`config.mk`:
```
export PLATFORM = sky130hd
export DESIGN_NAME = dtc_core
export DESIGN_NICKNAME = d
export VERILOG_FILES = /design/src/rtl/dtc_pkg.sv /design/src/rtl/dtc_core.sv
export SDC_FILE = /design/constraint.sdc
export NUM_CORES = 1
export LEC_CHECK = 0
export ABC_AREA = 0
export BUFFER_PORTS_ARGS = -buffer_cell sky130_fd_sc_hd__buf_2
export CAP_MARGIN = 30
export CORE_AREA = 2 2 170 139
export DETAILED_ROUTE_END_ITERATION = 8
export DIE_AREA = 0 0 172 141
export PLACE_DENSITY = 0.76
export SYNTH_ARGS = -nofsm -noshare
export SYNTH_HDL_FRONTEND = slang
export SYNTH_SLANG_ARGS = --single-unit
```
`constraint.sdc`:
```
create_clock -name pclk -period 2.98 [get_ports pclk]
set_input_delay 0.596 -clock pclk [delete_from_list [all_inputs] [get_ports pclk]]
set_output_delay 0.596 -clock pclk [all_outputs]
set_load 0.01 [all_outputs]
```
`src/rtl/dtc_pkg.sv`:
```
// Constants, types and register map of the dual temperature conversion and alarm block
package dtc_pkg;
  localparam int CLK_HZ               = 20_000_000;
  localparam int INTEG_TIME_MS        = 60;
  localparam int INTEG_CYCLES         = CLK_HZ / 1000 * INTEG_TIME_MS;
  localparam int RATE_FAST_PERIOD_MS  = 125;
  localparam int RATE_FAST_CYCLES     = CLK_HZ / 1000 * RATE_FAST_PERIOD_MS;

  localparam logic [7:0] ADDR_LOCAL_TEMP  = 8'h00;
  localparam logic [7:0] ADDR_REMOTE_TEMP = 8'h04;
  localparam logic [7:0] ADDR_REMOTE_FRAC = 8'h08;
  localparam logic [7:0] ADDR_STATUS      = 8'h0c;
  localparam logic [7:0] ADDR_CONFIG      = 8'h10;
  localparam logic [7:0] ADDR_RATE        = 8'h14;
  localparam logic [7:0] ADDR_ONESHOT     = 8'h18;
  localparam logic [7:0] ADDR_LOCAL_HIGH  = 8'h1c;
  localparam logic [7:0] ADDR_LOCAL_LOW   = 8'h20;
  localparam logic [7:0] ADDR_REMOTE_HIGH = 8'h24;
  localparam logic [7:0] ADDR_REMOTE_LOW  = 8'h28;
  localparam logic [7:0] ADDR_LOCAL_OT    = 8'h2c;
  localparam logic [7:0] ADDR_REMOTE_OT   = 8'h30;

  localparam int CFG_MASK_BIT     = 7;
  localparam int CFG_HALT_BIT     = 6;
  localparam int CFG_PNP_BIT      = 5;
  localparam int CFG_EXTRES_BIT   = 4;
  localparam int CFG_EXTRANGE_BIT = 3;

  localparam int STAT_BUSY_BIT    = 7;
  localparam int STAT_LHIGH_BIT   = 6;
  localparam int STAT_LLOW_BIT    = 5;
  localparam int STAT_RHIGH_BIT   = 4;
  localparam int STAT_RLOW_BIT    = 3;
  localparam int STAT_OTL_BIT     = 1;
  localparam int STAT_OTR_BIT     = 0;

  localparam int FRAC_BITS        = 3;
  localparam int FRAC_LSB         = 5;

  localparam logic [7:0] CFG_RESET        = 8'h00;
  localparam logic [2:0] RATE_RESET       = 3'h5;
  localparam logic [2:0] RATE_MAX_CODE    = 3'h7;
  localparam logic [2:0] RATE_EXTRES_MAX  = 3'h6;
  localparam logic [7:0] HIGH_LIMIT_RESET = 8'h46;
  localparam logic [7:0] LOW_LIMIT_RESET  = 8'h00;

  localparam logic signed [10:0] RAW_MIN_STD = 11'sh000;
  localparam logic signed [10:0] RAW_MIN_EXT = 11'sh600;

  localparam logic [1:0] SRC_REMOTE = 2'h0;
  localparam logic [1:0] SRC_LOCAL  = 2'h1;

  typedef enum logic [1:0] {
    DTC_IDLE   = 2'b00,
    DTC_LOCAL  = 2'b01,
    DTC_REMOTE = 2'b11,
    DTC_COMMIT = 2'b10
  } dtc_state_t;

  // Pins from pad logic; src_sel[1] flags an open pin
  typedef struct packed {
    logic       rst;
    logic       standby_pin_n_n;
    logic       int_sel;
    logic [1:0] src_sel;
    logic [7:0] crit;
  } dtc_pins_t;

  // Front end results in eighths of a degree, two's complement
  typedef struct packed {
    logic [10:0] local_raw;
    logic [10:0] remote_raw;
  } dtc_raw_t;

  typedef struct packed {
    dtc_pins_t   pins_s1;
    dtc_pins_t   pins_s2;
    dtc_state_t  state;
    logic [31:0] cnt;
    logic [31:0] rate_cnt;
    logic        ext_ok;
    logic        one_run;
    logic [7:0]  local_hold;
    logic [10:0] remote_hold;
    logic [7:0]  local_temp;
    logic [7:0]  remote_temp;
    logic [2:0]  remote_frac;
    logic [7:0]  cfg;
    logic [2:0]  rate;
    logic [7:0]  local_high;
    logic [7:0]  local_low;
    logic [7:0]  remote_high;
    logic [7:0]  remote_low;
    logic [7:0]  local_ot;
    logic [7:0]  remote_ot;
    logic        local_ot_sw;
    logic        remote_ot_sw;
    logic        alert_latch;
    logic        pready;
    logic        pslverr;
    logic [31:0] prdata;
    logic        ot_oe;
    logic        alert_oe;
    logic        od_level;
    logic        adc_en;
    logic        adc_remote;
    logic        pnp;
  } dtc_regs_t;

  localparam dtc_regs_t REGS_RESET = '{
    state:       DTC_IDLE,
    cfg:         CFG_RESET,
    rate:        RATE_RESET,
    local_high:  HIGH_LIMIT_RESET,
    remote_high: HIGH_LIMIT_RESET,
    local_low:   LOW_LIMIT_RESET,
    remote_low:  LOW_LIMIT_RESET,
    default:     '0
  };
endpackage : dtc_pkg

```
`src/rtl/dtc_core.sv`:
```
// Conversion sequencer, alarm outputs and APB register file of the temperature sensor
//
// Behaviour
// - Reset pin high returns every register to its default; low means run.
// - Overtemperature output is open drain, active low.
// - Interrupt output is open drain, active low, shareable with the alert line.
// - Interrupt-style pin high or open: latched alert, cleared by host response.
// - Interrupt-style pin low: comparator mode, asserted on any remote limit violation.
// - Comparator mode releases only when back within limits or masked.
// - Standby pin low enters standby and keeps all registers.
// - Source select: high local, low remote, open both trip overtemperature.
// - Overtemperature asserts when selected temperature exceeds software or pin threshold.
// - Legacy format is sign plus seven bits, one degree, allows 8 Hz.
// - Extended remote resolution adds three fraction bits, only at 4 Hz or slower or single.
// - Lowest reading is 0 C, or -64 C with configuration bit 3 set.
// - Each channel integrates about 60 ms before its result forms.
// - Every sequence measures local then remote channel.
// - Sequence starts free running when halt is 0, or on single-conversion write.
// - Busy status is set while a sequence is in progress.
// - Reads return previous results until the whole sequence ends.
// - Configuration bit 5 selects discrete diode or substrate PNP remote sensor.
// - Halt bit 6 set is software standby, stops converter, keeps registers.
// - Single conversion runs in software standby, ignored in hardware standby.
// - Standby request during a sequence aborts it.
//
// Our own choices: the register offsets and the APB register port.
`timescale 1ns/1ps
`default_nettype none

module dtc_core #(
  parameter int INTEG_CYCLES     = dtc_pkg::INTEG_CYCLES,
  parameter int RATE_FAST_CYCLES = dtc_pkg::RATE_FAST_CYCLES
) (
  input  wire logic              pclk,
  input  wire logic              presetn,
  input  wire logic              psel,
  input  wire logic              penable,
  input  wire logic              pwrite,
  input  wire logic [7:0]        paddr,
  input  wire logic [31:0]       pwdata,
  output var  logic [31:0]       prdata,
  output var  logic              pready,
  output var  logic              pslverr,
  input  wire dtc_pkg::dtc_pins_t pins_i,
  input  wire dtc_pkg::dtc_raw_t  raw_i,
  input  wire logic              alert_response_ack,
  output var  logic              overtemp_alarm_n_out,
  output var  logic              overtemp_alarm_n_oe,
  output var  logic              alert_n_out,
  output var  logic              alert_n_oe,
  output var  logic              adc_enable,
  output var  logic              adc_remote_sel,
  output var  logic              remote_pnp_type
);

  dtc_pkg::dtc_regs_t r_reg;
  dtc_pkg::dtc_regs_t r_next;

  logic        setup;
  logic        access;
  logic        wr;
  logic        hw_standby_pin_n;
  logic        sw_standby_pin_n;
  logic        oneshot;
  logic        halt_write;
  logic        rate_tick;
  logic        start;
  logic        abort;
  logic        loc_hi;
  logic        loc_lo;
  logic        rem_hi;
  logic        rem_lo;
  logic        rem_viol;
  logic        any_viol;
  logic        ot_loc;
  logic        ot_rem;
  logic        ot_cond;
  logic        alert_clear;
  logic [7:0]  loc_th;
  logic [7:0]  rem_th;
  logic [31:0] period;
  logic [31:0] status;
  logic [10:0] loc_c;
  logic [10:0] rem_c;

  function automatic logic mapped(input logic [7:0] a);
    unique case (a)
      dtc_pkg::ADDR_LOCAL_TEMP, dtc_pkg::ADDR_REMOTE_TEMP, dtc_pkg::ADDR_REMOTE_FRAC,
      dtc_pkg::ADDR_STATUS, dtc_pkg::ADDR_CONFIG, dtc_pkg::ADDR_RATE,
      dtc_pkg::ADDR_ONESHOT, dtc_pkg::ADDR_LOCAL_HIGH, dtc_pkg::ADDR_LOCAL_LOW,
      dtc_pkg::ADDR_REMOTE_HIGH, dtc_pkg::ADDR_REMOTE_LOW, dtc_pkg::ADDR_LOCAL_OT,
      dtc_pkg::ADDR_REMOTE_OT: mapped = 1'b1;
      default:                 mapped = 1'b0;
    endcase
  endfunction : mapped

  // Floor of the reading depends on the range bit
  function automatic logic [10:0] clamp_raw(input logic [10:0] raw, input logic ext_range);
    logic signed [10:0] lo;
    lo = ext_range ? dtc_pkg::RAW_MIN_EXT : dtc_pkg::RAW_MIN_STD;
    clamp_raw = ($signed(raw) < lo) ? lo : raw;
  endfunction : clamp_raw

  always_comb begin
    r_next      = r_reg;
    setup       = psel && !penable && !r_reg.pready;
    access      = psel && penable && r_reg.pready;
    wr          = access && pwrite;
    hw_standby_pin_n     = !r_reg.pins_s2.standby_pin_n_n;
    sw_standby_pin_n     = r_reg.cfg[dtc_pkg::CFG_HALT_BIT];
    oneshot     = wr && (paddr == dtc_pkg::ADDR_ONESHOT) && !hw_standby_pin_n;
    halt_write  = wr && (paddr == dtc_pkg::ADDR_CONFIG) && pwdata[dtc_pkg::CFG_HALT_BIT];
    rate_tick   = !hw_standby_pin_n && !sw_standby_pin_n && (r_reg.rate_cnt == '0);
    start       = (rate_tick || oneshot) && (r_reg.state == dtc_pkg::DTC_IDLE);
    abort       = hw_standby_pin_n || (sw_standby_pin_n && !r_reg.one_run) || halt_write;
    period      = 32'(RATE_FAST_CYCLES) << (dtc_pkg::RATE_MAX_CODE - r_reg.rate);
    loc_c       = clamp_raw(raw_i.local_raw, r_reg.cfg[dtc_pkg::CFG_EXTRANGE_BIT]);
    rem_c       = clamp_raw(raw_i.remote_raw, r_reg.cfg[dtc_pkg::CFG_EXTRANGE_BIT]);
    loc_hi      = $signed(r_reg.local_temp) > $signed(r_reg.local_high);
    loc_lo      = $signed(r_reg.local_temp) < $signed(r_reg.local_low);
    rem_hi      = $signed(r_reg.remote_temp) > $signed(r_reg.remote_high);
    rem_lo      = $signed(r_reg.remote_temp) < $signed(r_reg.remote_low);
    rem_viol    = rem_hi || rem_lo;
    any_viol    = rem_viol || loc_hi || loc_lo;
    loc_th      = r_reg.local_ot_sw ? r_reg.local_ot : r_reg.pins_s2.crit;
    rem_th      = r_reg.remote_ot_sw ? r_reg.remote_ot : r_reg.pins_s2.crit;
    ot_loc      = $signed(r_reg.local_temp) > $signed(loc_th);
    ot_rem      = $signed(r_reg.remote_temp) > $signed(rem_th);
    alert_clear = alert_response_ack || (access && !pwrite && (paddr == dtc_pkg::ADDR_STATUS));
    status      = '0;
    status[dtc_pkg::STAT_BUSY_BIT]  = (r_reg.state != dtc_pkg::DTC_IDLE);
    status[dtc_pkg::STAT_LHIGH_BIT] = loc_hi;
    status[dtc_pkg::STAT_LLOW_BIT]  = loc_lo;
    status[dtc_pkg::STAT_RHIGH_BIT] = rem_hi;
    status[dtc_pkg::STAT_RLOW_BIT]  = rem_lo;
    status[dtc_pkg::STAT_OTL_BIT]   = ot_loc;
    status[dtc_pkg::STAT_OTR_BIT]   = ot_rem;
    unique case (r_reg.pins_s2.src_sel)
      dtc_pkg::SRC_LOCAL:  ot_cond = ot_loc;
      dtc_pkg::SRC_REMOTE: ot_cond = ot_rem;
      default:             ot_cond = ot_loc || ot_rem;
    endcase

    // Pins reach logic only through the second stage
    r_next.pins_s1 = pins_i;
    r_next.pins_s2 = r_reg.pins_s1;

    // Answer in the access phase with no wait state
    r_next.pready  = setup;
    r_next.pslverr = setup && !mapped(paddr);
    if (setup && !pwrite) begin
      unique case (paddr)
        dtc_pkg::ADDR_LOCAL_TEMP:  r_next.prdata = {24'h0, r_reg.local_temp};
        dtc_pkg::ADDR_REMOTE_TEMP: r_next.prdata = {24'h0, r_reg.remote_temp};
        dtc_pkg::ADDR_REMOTE_FRAC: r_next.prdata = {24'h0, r_reg.remote_frac, 5'h00};
        dtc_pkg::ADDR_STATUS:      r_next.prdata = status;
        dtc_pkg::ADDR_CONFIG:      r_next.prdata = {24'h0, r_reg.cfg};
        dtc_pkg::ADDR_RATE:        r_next.prdata = {29'h0, r_reg.rate};
        dtc_pkg::ADDR_LOCAL_HIGH:  r_next.prdata = {24'h0, r_reg.local_high};
        dtc_pkg::ADDR_LOCAL_LOW:   r_next.prdata = {24'h0, r_reg.local_low};
        dtc_pkg::ADDR_REMOTE_HIGH: r_next.prdata = {24'h0, r_reg.remote_high};
        dtc_pkg::ADDR_REMOTE_LOW:  r_next.prdata = {24'h0, r_reg.remote_low};
        dtc_pkg::ADDR_LOCAL_OT:    r_next.prdata = {24'h0, loc_th};
        dtc_pkg::ADDR_REMOTE_OT:   r_next.prdata = {24'h0, rem_th};
        default:                   r_next.prdata = '0;
      endcase
    end
    if (wr) begin
      unique case (paddr)
        dtc_pkg::ADDR_CONFIG:      r_next.cfg = pwdata[7:0];
        dtc_pkg::ADDR_RATE:        r_next.rate = pwdata[2:0];
        dtc_pkg::ADDR_LOCAL_HIGH:  r_next.local_high = pwdata[7:0];
        dtc_pkg::ADDR_LOCAL_LOW:   r_next.local_low = pwdata[7:0];
        dtc_pkg::ADDR_REMOTE_HIGH: r_next.remote_high = pwdata[7:0];
        dtc_pkg::ADDR_REMOTE_LOW:  r_next.remote_low = pwdata[7:0];
        dtc_pkg::ADDR_LOCAL_OT: begin
          r_next.local_ot    = pwdata[7:0];
          r_next.local_ot_sw = 1'b1;
        end
        dtc_pkg::ADDR_REMOTE_OT: begin
          r_next.remote_ot    = pwdata[7:0];
          r_next.remote_ot_sw = 1'b1;
        end
        default: ;
      endcase
    end
    r_next.pnp = r_reg.cfg[dtc_pkg::CFG_PNP_BIT];

    // Standby holds the rate timer at zero so leaving it starts at once
    if (hw_standby_pin_n || sw_standby_pin_n) begin
      r_next.rate_cnt = '0;
    end else if (r_reg.rate_cnt == '0) begin
      r_next.rate_cnt = period - 32'h1;
    end else begin
      r_next.rate_cnt = r_reg.rate_cnt - 32'h1;
    end

    unique case (r_reg.state)
      dtc_pkg::DTC_IDLE: begin
        if (start) begin
          r_next.state      = dtc_pkg::DTC_LOCAL;
          r_next.cnt        = 32'(INTEG_CYCLES - 1);
          r_next.adc_en     = 1'b1;
          r_next.adc_remote = 1'b0;
          r_next.one_run    = oneshot;
          r_next.ext_ok     = oneshot || (r_reg.rate <= dtc_pkg::RATE_EXTRES_MAX);
        end
      end
      dtc_pkg::DTC_LOCAL: begin
        if (r_reg.cnt == '0) begin
          r_next.local_hold = loc_c[10:dtc_pkg::FRAC_BITS];
          r_next.state      = dtc_pkg::DTC_REMOTE;
          r_next.cnt        = 32'(INTEG_CYCLES - 1);
          r_next.adc_remote = 1'b1;
        end else begin
          r_next.cnt = r_reg.cnt - 32'h1;
        end
      end
      dtc_pkg::DTC_REMOTE: begin
        if (r_reg.cnt == '0) begin
          r_next.remote_hold = rem_c;
          r_next.state       = dtc_pkg::DTC_COMMIT;
          r_next.adc_en      = 1'b0;
          r_next.adc_remote  = 1'b0;
        end else begin
          r_next.cnt = r_reg.cnt - 32'h1;
        end
      end
      dtc_pkg::DTC_COMMIT: begin
        // Both results land together
        r_next.local_temp  = r_reg.local_hold;
        r_next.remote_temp = r_reg.remote_hold[10:dtc_pkg::FRAC_BITS];
        r_next.remote_frac = (r_reg.ext_ok && r_reg.cfg[dtc_pkg::CFG_EXTRES_BIT])
                             ? r_reg.remote_hold[dtc_pkg::FRAC_BITS-1:0] : 3'h0;
        r_next.state       = dtc_pkg::DTC_IDLE;
        r_next.one_run     = 1'b0;
      end
    endcase
    if (abort && (r_reg.state != dtc_pkg::DTC_IDLE) && (r_reg.state != dtc_pkg::DTC_COMMIT)) begin
      // Half-finished results are dropped, previous ones stay readable
      r_next.state      = dtc_pkg::DTC_IDLE;
      r_next.adc_en     = 1'b0;
      r_next.adc_remote = 1'b0;
      r_next.one_run    = 1'b0;
    end

    // Open drain: level stays low, only the enable moves
    r_next.od_level = 1'b0;
    r_next.ot_oe    = ot_cond;
    if (any_viol) begin
      r_next.alert_latch = 1'b1;
    end else if (alert_clear) begin
      r_next.alert_latch = 1'b0;
    end
    if (r_reg.pins_s2.int_sel) begin
      r_next.alert_oe = r_next.alert_latch && !r_reg.cfg[dtc_pkg::CFG_MASK_BIT];
    end else begin
      r_next.alert_oe = rem_viol && !r_reg.cfg[dtc_pkg::CFG_MASK_BIT];
    end

    // Pin reset keeps the synchroniser and the bus answer running
    if (r_reg.pins_s2.rst) begin
      r_next         = dtc_pkg::REGS_RESET;
      r_next.pins_s1 = pins_i;
      r_next.pins_s2 = r_reg.pins_s1;
      r_next.pready  = setup;
      r_next.pslverr = setup && !mapped(paddr);
      r_next.prdata  = r_reg.prdata;
    end
  end

  always_ff @(posedge pclk or negedge presetn) begin
    if (!presetn) begin
      r_reg <= dtc_pkg::REGS_RESET;
    end else begin
      r_reg <= r_next;
    end
  end

  assign prdata               = r_reg.prdata;
  assign pready               = r_reg.pready;
  assign pslverr              = r_reg.pslverr;
  assign overtemp_alarm_n_out = r_reg.od_level;
  assign overtemp_alarm_n_oe  = r_reg.ot_oe;
  assign alert_n_out          = r_reg.od_level;
  assign alert_n_oe           = r_reg.alert_oe;
  assign adc_enable           = r_reg.adc_en;
  assign adc_remote_sel       = r_reg.adc_remote;
  assign remote_pnp_type      = r_reg.pnp;
endmodule : dtc_core

`default_nettype wire

```
==> results.md, run 1 <==
* Status: finished clean
* Core ar. at roughly 0.023 mm2
* Sequential area share after synthesis at 0.4361
* Final Slew Violations at 0
* Synth top area share at 0.4186
* Max reg flops at 194
* Synth Cell Area at 0.01202 mm2
* Initial antenna violation count at 0
* Crit end category: register
* Reg-to-reg startpoint: r_reg[157]
* Setup Buffers After CTS at 0
* Syn Inst Count at 1343
* Leading post-synthesis cells by cell area: dfrtp_1 42%, ha_1 5.7%, a21oi_1 5.2%
* Cell with the most instances after synthesis: dfrtp_1
* Root Buffer: clkbuf_16
* TritonCTS clock tree: built
* DRC at 0
* Final core utilization at 0.6047
* Die Wd at 172 um
* Worst Tran Pin Value at 734.0 ps
* DR vias/cell at 6.076
* Crit path max fanout at 28
* Top Ports at 122
* Fin nets at approximately 1600
* Via count at 10670
* Reg2Reg Setup Slack at a little over 100 ps
* Worst slack at placement at 35.17 ps
* Antenna Cells at 0
* Fraction of layout instances using a drive strength above 1 at 0.1565
* Final worst path period need at 2878 ps
* Register area at 0.005244 mm2
* Slew headroom at 0.5107
* Syn Area/Cell at 8.947 um2
* Reg clk slew, reported paths at 60 ps
* Worst skew pair latency at just over 500 ps
* PwrDens at approximately 680 mW/mm2
* Synth Flop Type: dfrtp_1
* Largest net degree at the start of global routing at 71
* Final hold viol count at 0
* Routed WL at 34.09 mm
* Rows at 50
* Total power at 9301 uW
* Worst-case reg-to-reg path depth at 10
* Die area at 0.02425 mm2
* PnR worst setup slack at ~100 ps
* Chip height at about 140 um
* RSZ-0062 raised after global routing: true
* Final Cycle Share at 0.9658
* GRT Util Overall at 0.2816
* Number of global-route vias before repair at 9968
* Top post-synthesis cells by count: 201 x dfrtp_1, 149 x nand2_1, 131 x nor2_1
* Max-cap violations at 0
* RR Endpoint: r_reg[184]
* Synth area leader: dfrtp_1
* Static Leak at just over 0.006 uW
* CP Cell Sequence: or4_1 > nor4_2 > buf_4 > and3_1 > buf_4 > a211oi_1 > a31oi_2 > buf_12 > a21oi_1 > a311oi_1
* CP required at roughly 3400 ps
* Hold WS at 67.35 ps
* H-tree depth at 1
* Startpoint types: register
* Hold Crit Class: in -> async
* Fin Clk Skew at 18.18 ps
* CTS buffer count at 22
* F_max at 347.4 MHz
* Crit-path leading delay family: simple AND/OR/NAND/NOR gates
* Synthesis-to-layout area growth at 14.61%
* Routability congestion estimate at 0.9942
* Sink Count at 209
* Worst path slowest cell: or4_1
* I/O Buffers at 68
* Pre-antenna DRT Iters at 6
* Yosys reg bits at 209
* CP max stage delay at ~630 ps
* CTS Buffer Depth at 3
* HPWL after DPL at 24.18 mm
* Post-route antenna net violation count at 0
* Setup tns final at 0 ps
* Multi-input gate area at 0.006163 mm2
* Peak VDD IR at around 0.51 mV
* Starting Density at 0.5276
* Synth warn at 0
* First-pass GRT wire length at between 50 and 60 mm
* Setup violations, final at 0
* Ys async rst share at 1.000
* Fillers at 1965
* Remaining global-route overflow at 0
* EDFF count, synth at 0
* Worst Setup Path Type: reg -> reg
* Post-synth cell types at 80
* Detailed Route Iter0 Violations at between 1000 and 1500
* Most common cell on crit path: buf_4
* Drt wl/cell at 19.41 um
* Arr. time, crit path at about 3300 ps
* Worst Path Buf+Inv at 3
-- worst reg2reg max path, cell delays in order, from the launching register on --
cell and delay [ps]:
dfrtp_1 440, or4_1 630, nor4_2 260, buf_4 190, and3_1 220, buf_4 150
a211oi_1 130, a31oi_2 230, buf_12 200, a21oi_1 100, a311oi_1 230
-- final cells by class --
class                           instances  share of cell area
Sequential cell                       209              0.3808
Clock buffer                           31             0.04688
Tap cell                              312             0.02835
Clock inverter                          8            0.009177
Timing Repair Buffer                  140             0.07033
Inverter                               62             0.01690
Multi-Input combinational cell        994              0.4476
-- layer usage --
| metal | GRT usage | part of all wire | vias to the layer above |
|---|---|---|---|
| met3 | 0.08198 | 0.11 | 84 |
| met2 | 0.3957 | 0.41 | 526 |
| li1 | - | - | 4931 |
| met5 | 0 | 0 | - |
| met1 | 0.4230 | 0.45 | 5129 |
| met4 | 0.07651 | 0.028 | 0 |
-- cell families (layout without fill, tap and decap cells) --
| family | count (synthesis) | count (layout) | synth area share |
|---|---|---|---|
| multiplexers | 39 | 39 | 0.03280 |
| other | 1 | 26 | 0.0003121 |
| AND/OR/NAND/NOR | 520 | 520 | 0.2131 |
| flip-flops | 209 | 209 | 0.4361 |
| XOR/XNOR | 34 | 34 | 0.02478 |
| adder cells (fa/ha/maj) | 57 | 57 | 0.06061 |
| buffers and inverters | 165 | 241 | 0.06279 |
| AO/OA/AOI/OAI | 318 | 318 | 0.1695 |
-- placed cells by master, fill, tap and decap left out, drive strengths merged, types with 10 or more instances in the layout --
cell,netlist,layout
o21ai,50,50
dfrtp,201,201
nor2,131,131
mux2i,36,36
nand4,13,13
nand2,149,149
or4,19,19
or2,10,10
o21a,10,10
a31oi,23,23
clkbuf,59,32
a21oi,125,125
inv,61,61
nor4,19,19
a211oi,23,23
conb,1,26
nand3b,17,17
or3,13,13
nor3,37,37
nand3,69,69
xnor2,23,23
ha,55,55
xor2,11,11
buf,44,139
-- power breakdown --
part | internal, uW | switching (uW)
sequential | 3080 | 260
combinational | 1320 | 1720
clock | 1770 | 1150
-- per-stage QoR --
stage               area [um2]  instances
finish                   13770       1756
global route             13770       1756
CTS                      13730       1756
detailed placement       12950       1717
global placement         12950       1717
floorplan                12110       1368
-- worst max path at each step --
stage,start,endpoint,slack [ps],cells past startpoint
2_1_floorplan,r_reg[91],r_reg[171],110,10
3_3_place_gp,paddr[1],r_reg[184],110,10
3_5_place_dp,paddr[1],r_reg[184],40,10
4_1_cts,r_reg[142],r_reg[170],70,10
5_1_grt,r_reg[157],r_reg[177],-50,10
6_report,r_reg[157],r_reg[184],100,10
-- timing repair --
item | CTS | global route
hold buffers | 0 | 0
gates resized for setup | 0 | 10
setup endpoints to repair | 0 | 18
Note: power is estimated with default switching activity, not from simulation.
==> run 2: changes to the inputs <==
--- a/config.mk
+++ b/config.mk
@@ -11,7 +11,7 @@
 export CORE_AREA = 2 2 170 139
 export DETAILED_ROUTE_END_ITERATION = 8
 export DIE_AREA = 0 0 172 141
-export PLACE_DENSITY = 0.76
+export PLACE_DENSITY = 0.75
 export SYNTH_ARGS = -nofsm -noshare
 export SYNTH_HDL_FRONTEND = slang
 export SYNTH_SLANG_ARGS = --single-unit
==> results.md, run 2 (synthesis results as in run 1) <==
* Status: finished clean
* Sequential Power Share at 0.368 (+0.009)
* Reg-to-reg startpoint: r_reg[165]
* Psw at 3165 uW (+1.2%)
* Final Cycle Share at 0.9925 (+0.02663)
* CTS Buffer Depth at 3 (unchanged)
* Initial antenna violation count at 0 (unchanged)
* Root Buffer: clkbuf_16
* Die area at 0.02425 mm2 (unchanged)
* Worst Setup Path Type: reg -> reg
* DR vias/cell at 6.120 (+0.72%)
* Static Leak at 0.006095 uW (-0.40%)
* Most frequent cells in the layout: 200 x dfrtp_1, 149 x nand2_1, 130 x nor2_1, 125 x a21oi_1, 69 x nand3_1
* Number of global-route vias before repair at 10050 (+0.80%)
* Antenna Cells at 0 (unchanged)
* Reg clk slew, reported paths at 70 ps (about the same)
* I/O Buffers at 68 (unchanged)
* Core ar. at 0.02277 mm2 (unchanged)
* Commonest non-fill, non-tap cell in the layout: dfrtp_1
* Largest net degree at the start of global routing at 66 (-7.0%)
* Slew headroom at 0.5062 (-0.004454)
* Combinational power share at 0.342 (+0.015)
* Worst skew pair latency at 510 ps (about the same)
* CP required at 3360 ps (-30 ps)
* CTS buffer count at 21 (-4.5%)
* Layout Cell Area excl Fill at 0.01372 mm2 (-0.34%)
* Via count at 10740 (+0.67%)
* Sink Count at 209 (unchanged)
* Crit path max fanout at 19 (-32%)
* Synthesis-to-layout area growth at 14.21%
* HPWL after DPL at 24.47 mm (+1.2%)
* Detailed Route Iter0 Violations at 1223 (-9.6%)
* Reg2Reg Setup Slack at 20 ps (-80 ps)
* Max reg flops at 194 (unchanged)
* Peak VDD IR at 0.3729 mV (-27%)
* Hold buffer count at CTS at 0 (unchanged)
* Routability congestion estimate at 0.9785 (-1.6%)
* Post-route antenna net violation count at 0 (unchanged)
* TritonCTS clock tree: built
* Final hold viol count at 0 (unchanged)
* Max-cap violations at 0 (unchanged)
* Worst-case reg-to-reg path depth at 8 (-2)
* Fin nets at 1568 (+0.064%)
* Fin Clk Skew at 15.08 ps (-3.098 ps)
* Fillers at 1976 (+0.56%)
* Die Wd at 172 um (unchanged)
* Final worst path period need at 2958 ps (+79.36 ps)
* Crit end category: register
* DP Area at 0.01297 mm2 (about the same)
* Startpoint types: register
* Sw Share at 0.3486 (+0.01245)
* Pre-antenna DRT Iters at 7 (+1)
* Drt wl/cell at 19.38 um (-0.17%)
* RR Endpoint: r_reg[157]
* Worst Tran Pin Value at 722.0 ps (-11.99 ps)
* First-pass GRT wire length at 54.04 mm (about the same)
* PwrDens at 661.6 mW/mm2 (-2.0%)
* Dpl cells at 1716 (-0.058%)
* Routed WL at 34.01 mm (-0.22%)
* GRT Util Overall at 0.2818 (about the same)
* F_max at 338.1 MHz (-2.7%)
* Fraction of layout instances using a drive strength above 1 at 0.1545 (-0.001971)
* DRC at 0 (unchanged)
* Setup violations, final at 0 (unchanged)
* Hold WS at 67.76 ps (+0.4126 ps)
* RSZ-0062 raised after global routing: true
* Hold Crit Class: in -> async
* Remaining global-route overflow at 0 (unchanged)
* Final core utilization at 0.6026 (-0.002088)
* H-tree depth at 1 (unchanged)
* Arr. time, crit path at 3330 ps (+40 ps)
* Chip height at 141 um (unchanged)
* Clock power frac at 0.291 (-0.023)
* Top Ports at 122 (unchanged)
* Starting Density at 0.5276 (unchanged)
* Final cell count without fillers at 1755 (-0.057%)
* Internal at 5915 uW (-4.2%)
* Final Slew Violations at 0 (unchanged)
* Rows at 50 (unchanged)
* Total power at 9080 uW (-2.4%)
## run 2: cell types whose count changed in the layout (fill, tap and decap cells not counted), moves of 2 or more
cell       before  now
clkbuf_16      23   21
clkinv_4        3    1
bufinv_16       3    1
buf_4          65   67
## run 2: area by class of cell
class / instances / area, um2 / share of cell area
Tap cell: 312 / 390.4 / 0.02845
Multi-Input combinational cell: 994 / 6183 / 0.4506
Timing Repair Buffer: 142 / 999.7 / 0.07285
Inverter: 62 / 232.7 / 0.01696
Clock inverter: 5 / 60.06 / 0.004376
Sequential cell: 209 / 5244 / 0.3821
Clock buffer: 31 / 613.1 / 0.04468
## run 2: per-stage QoR
step	worst slack (ps)	setup TNS (ps)
CTS	28.25	0
detailed placement	-12.59	-20.20
global route	-69.75	-188.7
floorplan	111.8	0
global placement	21.01	0
finish	22.47	0
## run 2: power by group through the flow
stage                     clock [uW]  combinational [uW]  sequential [uW]
after global routing            2780                3400             3370
after global placement             0                2780             3370
after floorplan                    0                1990             3320
final                           2640                3100             3340
after detailed placement           0                2860             3380
after CTS                       2670                2900             3330
## run 2: worst max-delay path, cell delays in order, from the launching register on
cell	delay, ps
dfrtp_1	420
or4_1	570
nor4_4	370
nand3_1	190
buf_4	250
or3_1	420
a2111oi_4	330
xor2_1	220
nor2_1	60
## run 2: worst max-delay path by stage
stage | startpoint | endpoint | cells past startpoint
2_1_floorplan | r_reg[91] | r_reg[171] | 10
4_1_cts | r_reg[142] | r_reg[170] | 9
6_report | r_reg[165] | r_reg[157] | 8
3_3_place_gp | r_reg[142] | r_reg[170] | 9
3_5_place_dp | paddr[1] | r_reg[184] | 9
5_1_grt | r_reg[165] | r_reg[157] | 8
## run 2: repair_timing
action,in CTS,in global routing
gates resized for setup,1,9
buffers inserted,0,3
setup endpoints to repair,1,9
pin swaps,0,1
hold endpoints to repair,0,0
## run 2: layer usage
| metal | global-route usage | part of all wire | up-vias |
|---|---|---|---|
| met5 | 0 | 0 | - |
| met4 | 0.06723 | 0.021 | 0 |
| met3 | 0.08366 | 0.11 | 70 |
| met2 | 0.4022 | 0.42 | 553 |
| met1 | 0.4205 | 0.45 | 5195 |
| li1 | - | - | 4923 |
